===== src/hw/asq_pkg.sv =====
// constants for the automatic start/stop sequencer: register map, fields,
// reset values, state codes and phase durations.
// assumes a 100 MHz pclk and an apb master with 32-bit data.
`default_nettype none
package asq_pkg;
  localparam int unsigned CLK_PERIOD_NS = 10;
  localparam int unsigned TICK_NS = 1000000; // one timer tick is 1 ms
  localparam int unsigned TICK_CYCLES_DOC = TICK_NS / CLK_PERIOD_NS;
  localparam int unsigned TW = 17; // wide enough for 128000 ms
  localparam logic [TW-1:0] TICK_CYCLES_DEF = TW'(TICK_CYCLES_DOC);
  localparam int unsigned DEBOUNCE_MS = 1000;
  localparam int unsigned ABSENCE_S = 60;
  localparam logic [TW-1:0] DEBOUNCE_TICKS_DEF = TW'(DEBOUNCE_MS);
  localparam logic [TW-1:0] ABSENCE_TICKS_DEF = TW'(ABSENCE_S * 1000);

  // phase times in ms ticks
  localparam logic [TW-1:0] HEAT_2S5 = TW'(2500);
  localparam logic [TW-1:0] HEAT_5S = TW'(5000);
  localparam logic [TW-1:0] HEAT_10S = TW'(10000);
  localparam logic [TW-1:0] HEAT_20S = TW'(20000);
  localparam logic [TW-1:0] START_8S = TW'(8000);
  localparam logic [TW-1:0] START_16S = TW'(16000);
  localparam logic [TW-1:0] STOP_16S = TW'(16000);
  localparam logic [TW-1:0] STOP_32S = TW'(32000);
  localparam logic [TW-1:0] STOP_64S = TW'(64000);
  localparam logic [TW-1:0] STOP_128S = TW'(128000);
  localparam int unsigned TEST_SHIFT = 4; // divide by 16

  // register map (byte addresses)
  localparam logic [11:0] CONFIG_OFS = 12'h000;
  localparam logic [11:0] STATUS_OFS = 12'h004;
  localparam logic [11:0] REMAIN_OFS = 12'h008;
  localparam logic [7:0] CONFIG_RST = 8'h8A; // heat 10 s, start 8 s, stop 32 s

  // switch bank field positions (bit n-1 is switch n)
  localparam int unsigned SW_HEAT_LO = 0;
  localparam int unsigned SW_HEAT_HI = 1;
  localparam int unsigned SW_START = 2;
  localparam int unsigned SW_STOP_LO = 3;
  localparam int unsigned SW_STOP_HI = 4;
  localparam int unsigned SW_TEST = 5;

  // status field positions
  localparam int unsigned ST_STATE_LO = 0;
  localparam int unsigned ST_PANEL = 3;
  localparam int unsigned ST_CONTACT = 4;
  localparam int unsigned ST_HEAT = 5;
  localparam int unsigned ST_CRANK = 6;
  localparam int unsigned ST_FUEL = 7;
  localparam int unsigned ST_TEST = 8;
  localparam int unsigned ST_SUPPLY = 9;

  typedef enum logic [2:0] {
    ASQ_IDLE = 3'b000,
    ASQ_HEAT = 3'b001,
    ASQ_CRANK = 3'b010,
    ASQ_RUN = 3'b011,
    ASQ_STOP = 3'b100
  } asq_state_t;
endpackage
`default_nettype wire


===== src/hw/asq_sequencer.sv =====
// automatic start/stop sequencer with an apb register slave.
// assumes all pin inputs synchronous to pclk; contact_closed is 1 when the
// remote contact is closed; push buttons are level inputs, high when pressed.
`default_nettype none

module asq_sequencer #(
  parameter logic [asq_pkg::TW-1:0] TICK_CYCLES = asq_pkg::TICK_CYCLES_DEF,
  parameter logic [asq_pkg::TW-1:0] DEBOUNCE_TICKS = asq_pkg::DEBOUNCE_TICKS_DEF,
  parameter logic [asq_pkg::TW-1:0] ABSENCE_TICKS = asq_pkg::ABSENCE_TICKS_DEF
) (
  input wire logic pclk,
  input wire logic presetn,
  input wire logic ce,
  input wire logic psel,
  input wire logic penable,
  input wire logic pwrite,
  input wire logic [11:0] paddr,
  input wire logic [31:0] pwdata,
  input wire logic [3:0] pstrb,
  output logic [31:0] prdata,
  output logic pready,
  output logic pslverr,
  input wire logic supply_ok,
  input wire logic panel_on_btn,
  input wire logic panel_off_btn,
  input wire logic contact_closed,
  input wire logic ext_stop_n,
  input wire logic ext_heat_n,
  input wire logic ext_crank_n,
  output logic heat_out,
  output logic crank_out,
  output logic fuel_pump_out,
  output logic panel_on
);
  import asq_pkg::*;

  // scale a phase time for test mode
  function automatic logic [TW-1:0] scale_time(input logic [TW-1:0] t, input logic test);
    scale_time = test ? (t >> TEST_SHIFT) : t;
  endfunction

  function automatic logic [TW-1:0] heat_time(input logic [7:0] sw);
    logic [1:0] sel;
    sel = {sw[SW_HEAT_HI], sw[SW_HEAT_LO]};
    unique case (sel)
      2'b00: heat_time = HEAT_2S5;
      2'b01: heat_time = HEAT_5S;
      2'b10: heat_time = HEAT_10S;
      2'b11: heat_time = HEAT_20S;
    endcase
  endfunction

  function automatic logic [TW-1:0] stop_time(input logic [7:0] sw);
    logic [1:0] sel;
    sel = {sw[SW_STOP_HI], sw[SW_STOP_LO]};
    unique case (sel)
      2'b00: stop_time = STOP_16S;
      2'b01: stop_time = STOP_32S;
      2'b10: stop_time = STOP_64S;
      2'b11: stop_time = STOP_128S;
    endcase
  endfunction

  logic [7:0] config_reg, config_next;
  logic [TW-1:0] tick_cnt_reg, tick_cnt_next;
  logic tick;
  logic contact_db_reg, contact_db_next;
  logic [TW-1:0] db_cnt_reg, db_cnt_next;
  logic panel_reg, panel_next;
  logic [TW-1:0] absent_reg, absent_next;
  logic supply_prev_reg, supply_prev_next;
  logic level_ok_reg, level_ok_next;
  logic panel_rise;
  logic contact_rise;
  logic contact_fall;
  asq_state_t state_reg, state_next;
  logic [TW-1:0] phase_reg, phase_next;
  logic [31:0] prdata_reg, prdata_next;
  logic pslverr_reg, pslverr_next;
  logic test_mode;
  logic phase_done;
  logic [31:0] status_word;

  assign test_mode = config_reg[SW_TEST];
  assign phase_done = (phase_reg == '0);

  // free-running 1 ms tick; keeps all phase times within tolerance
  always_comb begin
    tick = 1'b0;
    tick_cnt_next = tick_cnt_reg + TW'(1);
    if (tick_cnt_reg >= TICK_CYCLES - TW'(1)) begin
      tick = 1'b1;
      tick_cnt_next = '0;
    end
  end

  always_ff @(posedge pclk or negedge presetn) begin
    if (!presetn) begin
      tick_cnt_reg <= '0;
    end else if (ce) begin
      tick_cnt_reg <= tick_cnt_next;
    end
  end

  // contact debounce: a new level must hold a full second of ticks
  always_comb begin
    contact_db_next = contact_db_reg;
    db_cnt_next = db_cnt_reg;
    if (contact_closed == contact_db_reg) begin
      db_cnt_next = '0; // any bounce back restarts the wait
    end else if (tick) begin
      if (db_cnt_reg >= DEBOUNCE_TICKS - TW'(1)) begin
        contact_db_next = contact_closed;
        db_cnt_next = '0;
      end else begin
        db_cnt_next = db_cnt_reg + TW'(1);
      end
    end
  end

  always_ff @(posedge pclk or negedge presetn) begin
    if (!presetn) begin
      contact_db_reg <= 1'b0;
      db_cnt_reg <= '0;
    end else if (ce) begin
      contact_db_reg <= contact_db_next;
      db_cnt_reg <= db_cnt_next;
    end
  end

  assign contact_rise = contact_db_next & ~contact_db_reg;
  assign contact_fall = contact_db_reg & ~contact_db_next;

  // panel power state, supply watch and level-start permission
  always_comb begin
    panel_next = panel_reg;
    absent_next = absent_reg;
    supply_prev_next = supply_ok;
    level_ok_next = level_ok_reg;
    if (!supply_ok) begin
      panel_next = 1'b0; // panel drops with its supply
      if (tick && absent_reg < ABSENCE_TICKS) begin
        absent_next = absent_reg + TW'(1);
      end
    end else begin
      if (panel_off_btn) begin
        panel_next = 1'b0;
      end else if (panel_on_btn) begin
        panel_next = 1'b1;
      end
      if (!supply_prev_reg) begin
        // short drop arms level start, long absence is a fresh attach
        level_ok_next = (absent_reg < ABSENCE_TICKS);
        absent_next = '0;
      end
    end
    if (panel_reg && !panel_next) begin
      level_ok_next = level_ok_next & ~panel_off_btn; // manual off disarms
    end
  end

  always_ff @(posedge pclk or negedge presetn) begin
    if (!presetn) begin
      panel_reg <= 1'b0;
      absent_reg <= '0;
      supply_prev_reg <= 1'b1;
      level_ok_reg <= 1'b0;
    end else if (ce) begin
      panel_reg <= panel_next;
      absent_reg <= absent_next;
      supply_prev_reg <= supply_prev_next;
      level_ok_reg <= level_ok_next;
    end
  end

  assign panel_rise = panel_reg & ~panel_next ? 1'b0 : (panel_next & ~panel_reg);

  // sequencer: heat, crank, run, stop
  always_comb begin
    state_next = state_reg;
    phase_next = phase_reg;
    if (tick && !phase_done) begin
      phase_next = phase_reg - TW'(1);
    end
    if (!panel_next) begin
      state_next = ASQ_IDLE;
      phase_next = '0;
    end else begin
      unique case (state_reg)
        ASQ_IDLE: begin
          // closing edge, or panel back on after a short drop
          if (contact_db_next && (contact_rise || (panel_rise && level_ok_reg))) begin
            state_next = ASQ_HEAT;
            phase_next = scale_time(heat_time(config_reg), test_mode);
          end
        end
        ASQ_HEAT: begin
          if (contact_fall) begin
            state_next = ASQ_IDLE;
            phase_next = '0;
          end else if (phase_done) begin
            state_next = ASQ_CRANK;
            phase_next = scale_time(config_reg[SW_START] ? START_16S : START_8S,
                                    test_mode);
          end
        end
        ASQ_CRANK: begin
          if (contact_fall) begin
            state_next = ASQ_IDLE;
            phase_next = '0;
          end else if (phase_done) begin
            state_next = ASQ_RUN;
          end
        end
        ASQ_RUN: begin
          if (contact_fall) begin
            state_next = ASQ_STOP;
            phase_next = scale_time(stop_time(config_reg), test_mode);
          end
        end
        ASQ_STOP: begin
          // contact changes are ignored until the stop time is over
          if (phase_done) begin
            state_next = ASQ_IDLE;
          end
        end
        default: begin
          state_next = ASQ_IDLE;
          phase_next = '0;
        end
      endcase
    end
  end

  always_ff @(posedge pclk or negedge presetn) begin
    if (!presetn) begin
      state_reg <= ASQ_IDLE;
      phase_reg <= '0;
    end else if (ce) begin
      state_reg <= state_next;
      phase_reg <= phase_next;
    end
  end

  // output drive, registered so the pins never glitch
  logic heat_reg, heat_next;
  logic crank_reg, crank_next;
  logic fuel_reg, fuel_next;

  always_comb begin
    heat_next = panel_next && ((state_next == ASQ_HEAT) || !ext_heat_n);
    crank_next = panel_next && ((state_next == ASQ_CRANK) || !ext_crank_n);
    // stop input cuts fuel in every state, even a crank in progress; heat and crank ignore it
    fuel_next = panel_next && (state_next != ASQ_STOP) && ext_stop_n;
  end

  always_ff @(posedge pclk or negedge presetn) begin
    if (!presetn) begin
      heat_reg <= 1'b0;
      crank_reg <= 1'b0;
      fuel_reg <= 1'b0;
    end else if (ce) begin
      heat_reg <= heat_next;
      crank_reg <= crank_next;
      fuel_reg <= fuel_next;
    end
  end

  assign heat_out = heat_reg;
  assign crank_out = crank_reg;
  assign fuel_pump_out = fuel_reg;
  assign panel_on = panel_reg;

  // status word for software
  always_comb begin
    status_word = '0;
    status_word[ST_STATE_LO +: 3] = state_reg;
    status_word[ST_PANEL] = panel_reg;
    status_word[ST_CONTACT] = contact_db_reg;
    status_word[ST_HEAT] = heat_reg;
    status_word[ST_CRANK] = crank_reg;
    status_word[ST_FUEL] = fuel_reg;
    status_word[ST_TEST] = test_mode;
    status_word[ST_SUPPLY] = supply_ok;
  end

  // apb slave: read data and error latched in setup, zero wait states
  always_comb begin
    config_next = config_reg;
    prdata_next = prdata_reg;
    pslverr_next = pslverr_reg;
    if (psel && !penable) begin
      prdata_next = '0;
      pslverr_next = 1'b0;
      unique case (paddr)
        CONFIG_OFS: prdata_next = {24'h000000, config_reg};
        STATUS_OFS: begin
          prdata_next = status_word;
          pslverr_next = pwrite; // read only
        end
        REMAIN_OFS: begin
          prdata_next = {15'h0000, phase_reg};
          pslverr_next = pwrite; // read only
        end
        default: pslverr_next = 1'b1;
      endcase
    end
    // config takes effect on the access edge; later phases pick it up
    if (psel && penable && pwrite && (paddr == CONFIG_OFS) && pstrb[0]) begin
      config_next = pwdata[7:0];
    end
  end

  always_ff @(posedge pclk or negedge presetn) begin
    if (!presetn) begin
      config_reg <= CONFIG_RST;
      prdata_reg <= '0;
      pslverr_reg <= 1'b0;
    end else if (ce) begin
      config_reg <= config_next;
      prdata_reg <= prdata_next;
      pslverr_reg <= pslverr_next;
    end
  end

  // a frozen block holds the bus off rather than answer stale data
  assign pready = ce;
  assign prdata = prdata_reg;
  assign pslverr = pslverr_reg & psel & penable;
endmodule
`default_nettype wire


===== config.mk =====
export PLATFORM = sky130hd
export DESIGN_NAME = asq_sequencer
export DESIGN_NICKNAME = d
export VERILOG_FILES = /design/src/hw/asq_pkg.sv /design/src/hw/asq_sequencer.sv
export SDC_FILE = /design/constraint.sdc
export NUM_CORES = 1
export LEC_CHECK = 0
export ABC_CLOCK_PERIOD_IN_PS = 5220
export BUFFER_PORTS_ARGS = -buffer_cell sky130_fd_sc_hd__buf_2
export CORE_MARGIN = 10
export CORE_UTILIZATION = 35
export DETAILED_ROUTE_END_ITERATION = 10
export PLACE_DENSITY = 0.56
export SETUP_SLACK_MARGIN = 0.02
export SKIP_CTS_REPAIR_TIMING = 1
export SYNTH_ARGS = -nofsm -noshare
export SYNTH_HDL_FRONTEND = slang
export SYNTH_SLANG_ARGS = --single-unit

===== constraint.sdc =====
create_clock -name pclk -period 5.22 [get_ports pclk]
set_input_delay 0.261 -clock pclk [delete_from_list [all_inputs] [get_ports pclk]]
set_output_delay 0.261 -clock pclk [all_outputs]
set_load 0.03 [all_outputs]

**Word-level counts from Yosys, hierarchy flattened**

Index checks and enable logic that the tools add are counted.

- Flip-flop bits (word level): 119
- Output and inout bits: 38

- $add $sub $neg: 4
- $lt $le $gt $ge: 3
- Equality and inequality tests: 17
- Multiplexer cells: 43
- Bitwise logic cells: 12
- Reduce and logical (&&, ||, !) cells: 34

Operators by type and width:

| cell | number |
|---|---|
| $mux W17 | 16 |
| $pmux W17 S4 | 2 |
| $pmux W17 S5 | 1 |
| $add A17 B1 Y17 const B | 3 |
| $pmux W17 S3 | 1 |
| $mux W14 | 2 |
| $mux W3 | 8 |
| $ge A17 B10 Y1 const B | 1 |
| $ge A17 B17 Y1 const B | 1 |
| $logic_not A17 Y1 | 1 |
| $lt A17 B16 Y1 const B | 1 |
| $sub A17 B1 Y17 const B | 1 |
| $pmux W3 S5 | 1 |
| $logic_and A1 B1 Y1 | 14 |
| $eq A12 B3 Y1 const B | 1 |
| $eq A12 B4 Y1 const B | 1 |
| $logic_not A12 Y1 | 1 |
| $mux W1 | 11 |
| $eq A3 B2 Y1 const B | 3 |
| $eq A2 B2 Y1 const B | 4 |
| $and A1 B1 Y1 | 7 |
| $eq A3 B1 Y1 const B | 2 |
| $reduce_and A2 Y1 | 3 |
| $logic_not A1 Y1 | 5 |
| 13 further kinds | 22 |

**Logic depth before layout (Yosys ltp)**

- Word-level depth: 15
- Gate-level depth with buffers: 10

**Worst setup path before layout**

Ideal clock, no wire load.

- Path type: reg-to-reg
- Start point: reg tick_cnt_reg[6]
- End point: reg phase_reg[9]
- Arrival: 2.331 ns
- Data required time: 5.080 ns
- Setup slack: 2.750 ns
- Cell stages (with the launch flop): 9
- Path buffers: 1
- Clock period less this slack: 2.470 ns
- Path through: dfrtp_1 > or2_0 > or4_4 > a2bb2oi_1 > o311a_1 > buf_4 > o32ai_1 > a2111oi_0 > a211oi_1

- Word-level cells in the longest chain between the ends: 10
- Elaborated cells between the ends (all ways): 18
- Those cells by class: 1 x order compare; 11 x mux; 3 x bitwise; 3 x reduce/logical

RTL lines:

| element | RTL line | RTL |
|---|---|---|
| from (decl) | asq_sequencer.sv:65 | `logic [TW-1:0] tick_cnt_reg, tick_cnt_next;` |
| from (signal assigned) | asq_sequencer.sv:101 | `tick_cnt_reg <= tick_cnt_next;` |
| $ge A17 B17 Y1 (*) | asq_sequencer.sv:91 | `if (tick_cnt_reg >= TICK_CYCLES - TW'(1)) begin` |
| $mux W1 (*) | asq_sequencer.sv:91 |  |
| $mux W1 | asq_sequencer.sv:111 | `end else if (tick) begin` |
| $mux W1 | asq_sequencer.sv:109 | `if (contact_closed == contact_db_reg) begin` |
| $and A1 B1 Y1 | asq_sequencer.sv:131 | `assign contact_rise = contact_db_next & ~contact_db_reg;` |
| $logic_or A1 B1 Y1 | asq_sequencer.sv:192 | `if (contact_db_next && (contact_rise \|\| (panel_rise && level_ok_reg))) begin` |
| $logic_and A1 B1 Y1 | asq_sequencer.sv:192 |  |
| $mux W17 | asq_sequencer.sv:192 |  |
| $pmux W17 S5 (*) | asq_sequencer.sv:189 | `unique case (state_reg)` |
| $mux W17 (*) | asq_sequencer.sv:185 | `if (!panel_next) begin` |
| to (signal assigned) | asq_sequencer.sv:241 | `phase_reg <= phase_next;` |
| to (decl) | asq_sequencer.sv:77 | `logic [TW-1:0] phase_reg, phase_next;` |

Every way passes the cells marked *; elsewhere a longest branch is shown, timed or not.
A chain may end at the register's enable or synchronous reset.

**Final worst setup path**

- Start point: reg db_cnt_reg[0]
- End point: reg phase_reg[5]

- Word-level cells in the longest chain between the ends: 10
- Elaborated cells between the ends (all ways): 15
- Those cells by class: 1 x order compare; 9 x mux; 3 x bitwise; 2 x reduce/logical

RTL lines:

| element | RTL line | RTL |
|---|---|---|
| from (decl) | asq_sequencer.sv:68 | `logic [TW-1:0] db_cnt_reg, db_cnt_next;` |
| from (signal assigned) | asq_sequencer.sv:127 | `db_cnt_reg <= db_cnt_next;` |
| $ge A17 B10 Y1 (*) | asq_sequencer.sv:112 | `if (db_cnt_reg >= DEBOUNCE_TICKS - TW'(1)) begin` |
| $mux W1 (*) | asq_sequencer.sv:112 |  |
| $mux W1 (*) | asq_sequencer.sv:111 |  |
| $mux W1 (*) | asq_sequencer.sv:109 |  |
| $and A1 B1 Y1 | asq_sequencer.sv:131 |  |
| $logic_or A1 B1 Y1 | asq_sequencer.sv:192 |  |
| $logic_and A1 B1 Y1 | asq_sequencer.sv:192 |  |
| $mux W17 | asq_sequencer.sv:192 |  |
| $pmux W17 S5 (*) | asq_sequencer.sv:189 |  |
| $mux W17 (*) | asq_sequencer.sv:185 |  |

Marked as above.

==> results.md <==
- Failing checks: negative hold slack
- Post-synthesis sequential area ratio: 0.3937
- Unrepaired setup endpoints after global routing: no
- Part of the power in registers: 0.495
- Comb pwr share: 0.120
- ANT cells: 0
- Global-route wire length before repair: approximately 31000 µm
- Final hold violations: 25
- Final net count: about 840
- Setup TNS: 0 ns
- DR vias/cell: 5.715
- Largest family of logic cells by synthesized area: compound AO/OA/AOI/OAI gates
- Internal power: approximately 1.2 mW
- Post-Synth Adder-Cell Area: 0.02040
- Pwr dens: between 200 and 250 nW/µm²
- Mux contribution to synthesized area: 0.03174
- H-Tree Depth: 3
- Initial antenna violation count: 1
- Syn-to-layout area delta: 10.18%
- CTS max path bufs: 2
- RR Endpoint: phase_reg[5]
- Clock Latency Late Sink: 0.36 ns
- Crit share post-route: 0.6847
- Max Slew Vio Count: 0
- Rows: 50
- Simple-gate portion of the synthesized area: 0.2239
- WP data arrival: between 3 and 4 ns
- Reg clk slew, reported paths: approximately 0.07 ns
- Critical path required time: about 5.5 ns
- Syn Inst Count: ~740
- Crit. End Element: register
- Max incr delay on CP: approximately 0.78 ns
- Net Sw Frac: 0.2947
- I/O Buffers: 56
- Tmin final: 3.574 ns
- Wire per inst: roughly 19 µm
- I/O Pins: a little under 100
- Core footprint: roughly 19000 µm²
- HPWL after DPL: approximately 14000 µm
- Final Skew: 0.005633 ns
- WL final: approximately 19000 µm
- DRT iter0 DRCs: 455
- Clk sink count: 104
- Ys async rst share: 1.000
- Total grt overflow: 0
- Number of flops mapped to enable cells by yosys: 0
- Worst-Margin Slew: approximately 0.97 ns
- Fillcell total: between 1.5k and 2k
- Clk pwr share: 0.385
- Die area: roughly 25000 µm²
- Largest fanout on the critical path: 11
- Crit path launch type: register
- Pleak: around 3.2 nW
- R2r worst-path depth: 8
- Final setup viols: 0
- Xor and xnor area share after synthesis: 0.03306
- Crit path max-delay cell type: o22ai_1
- Max Clock Freq: ~0.28 GHz
- TritonCTS Buffers: 9
- Status: complete, but fails checks
- Mapped cell area: 6623 µm²
- Post-synthesis register bit count: 104
- CTS tree: yes
- Main synth FF type: dfrtp_1
- Die Y: around 160 µm
- Total GRT Usage: 0.1567
- FF-to-FF setup slack: around 1.6 ns
- Worst-path cell chain: ha_1 > a211o_1 > o2111ai_1 > a21boi_0 > o311a_1 > o22ai_1 > or4b_1 > o211ai_1
- Worst Path Class, Setup: reg2reg
- Rel. slew slack: 0.3483
- Final GP Congestion: slightly below 1
- Psw: 0.5183 mW
- Worst Hold Class: in2async
- Peak VDD IR: roughly 0.00016 V
- Max Cap Viol: 0
- Detailed Routing Iterations Pass 1: 5
- Yosys cell types: 84
- Pin count of the biggest net entering global routing: 61
- Compound-cell area share of the yosys netlist: 0.2388
- Vias in the first global route: between 5k and 6k
- Residual DRC: 0
- Cells after DPL: a little under 1k
- Yosys warning count: 0
- Post-Syn Area per Cell: between 8 and 9 µm²
- Layout cell share with drive strength beyond 1: 0.1430
- Fin cells: around 1.0k
- Final Util: 0.3914
- Clock root buffer: clkbuf_16
- Hold slack: -0.01150 ns
- Vias post-DR: just under 6k
- Die Width: about 160 µm
- Starting Density: 0.3552
- ANT nets after route: 0
- FF-to-FF Start: db_cnt_reg[0]
==> cells in the mapped netlist (9+ instances only) <==
library cell	number	area [µm²]
nor2b_1	9	56.30
a31oi_1	9	56.30
ha_1	10	125.1
nor2_1	57	214.0
a22o_1	16	140.1
a211oi_1	9	67.56
nand3_1	36	180.2
dfrtp_1	100	2502
nand2_1	66	247.7
nor4_1	9	56.30
clkbuf_1	32	120.1
nand4_1	12	75.07
o21ai_0	50	250.2
o211ai_1	16	120.1
nor3_1	18	90.09
xor2_1	23	201.4
mux2i_1	12	120.1
a21oi_1	31	155.2
and3_1	22	137.6
buf_4	19	142.6
inv_1	18	67.56
o21a_1	9	67.56
==> per-layer routing <==
layer,GRT usage,up-vias,wire (µm),share of wire
li1,-,2797,-,-
met1,0.2139,2741,8945,0.47
met2,0.2376,213,8222,0.43
met3,0.04476,19,1631,0.085
met4,0.03963,2,300,0.016
met5,0,-,20,0.0010
==> stage by stage <==
step                area [µm²]  setup slack (ns)  power [mW]
CTS                       7297             1.669       1.776
global route              7297             1.401       1.842
global placement          7007             1.783       1.094
finish                    7297             1.646       1.759
detailed placement        7007             1.710       1.095
floorplan                 6675             2.750       1.023
==> worst max-delay path, delay by kind of cell, from the launching register on <==
family	cells	cell delay, ns
flops	1	0.41
simple gates	1	0.51
fa+ha+maj	1	0.26
compound gates	6	2.31
==> layout make-up <==
cell class / instances / area [µm²] / share of cell area
Clock inverter: 6 / 51.30 / 0.007030
Clock buffer: 10 / 239.0 / 0.03275
Multi-Input combinational cell: 572 / 3685 / 0.5050
Tap cell: 234 / 292.8 / 0.04012
Sequential cell: 104 / 2608 / 0.3573
Timing Repair Buffer: 65 / 350.3 / 0.04801
Inverter: 19 / 71.32 / 0.009774
==> how the worst max path moves through the flow <==
stage	start	endpoint	slack, ns
finish	db_cnt_reg[0]	phase_reg[5]	1.65
global route	db_cnt_reg[0]	phase_reg[5]	1.40
CTS	db_cnt_reg[0]	phase_reg[5]	1.67
detailed placement	db_cnt_reg[0]	phase_reg[5]	1.71
global placement	db_cnt_reg[0]	phase_reg[5]	1.78
floorplan	tick_cnt_reg[6]	phase_reg[9]	2.75
==> cells by family after synthesis <==
group,after synthesis
compound gates,220
xor+xnor,25
fa+ha+maj,11
buf+inv,79
flops,104
mux,20
other cells,1
simple gates,281
==> cell usage in the layout (no fill, tap or decap), types with 22 or more instances in the layout <==
cell type and n:
a21oi_1 31, and3_1 22, buf_2 55, dfrtp_1 100, nand2_1 66, nand3_1 36
nor2_1 57, o21ai_0 50, xor2_1 23
==> power groups by stage <==
stage	combinational [mW]	clock, mW	sequential [mW]
after floorplan	0.149	0	0.875
after global placement	0.209	0	0.885
after CTS	0.210	0.696	0.870
after global routing	0.235	0.732	0.875
after detailed placement	0.209	0	0.886
final	0.210	0.678	0.871
Note: power is estimated with default switching activity, not from simulation.
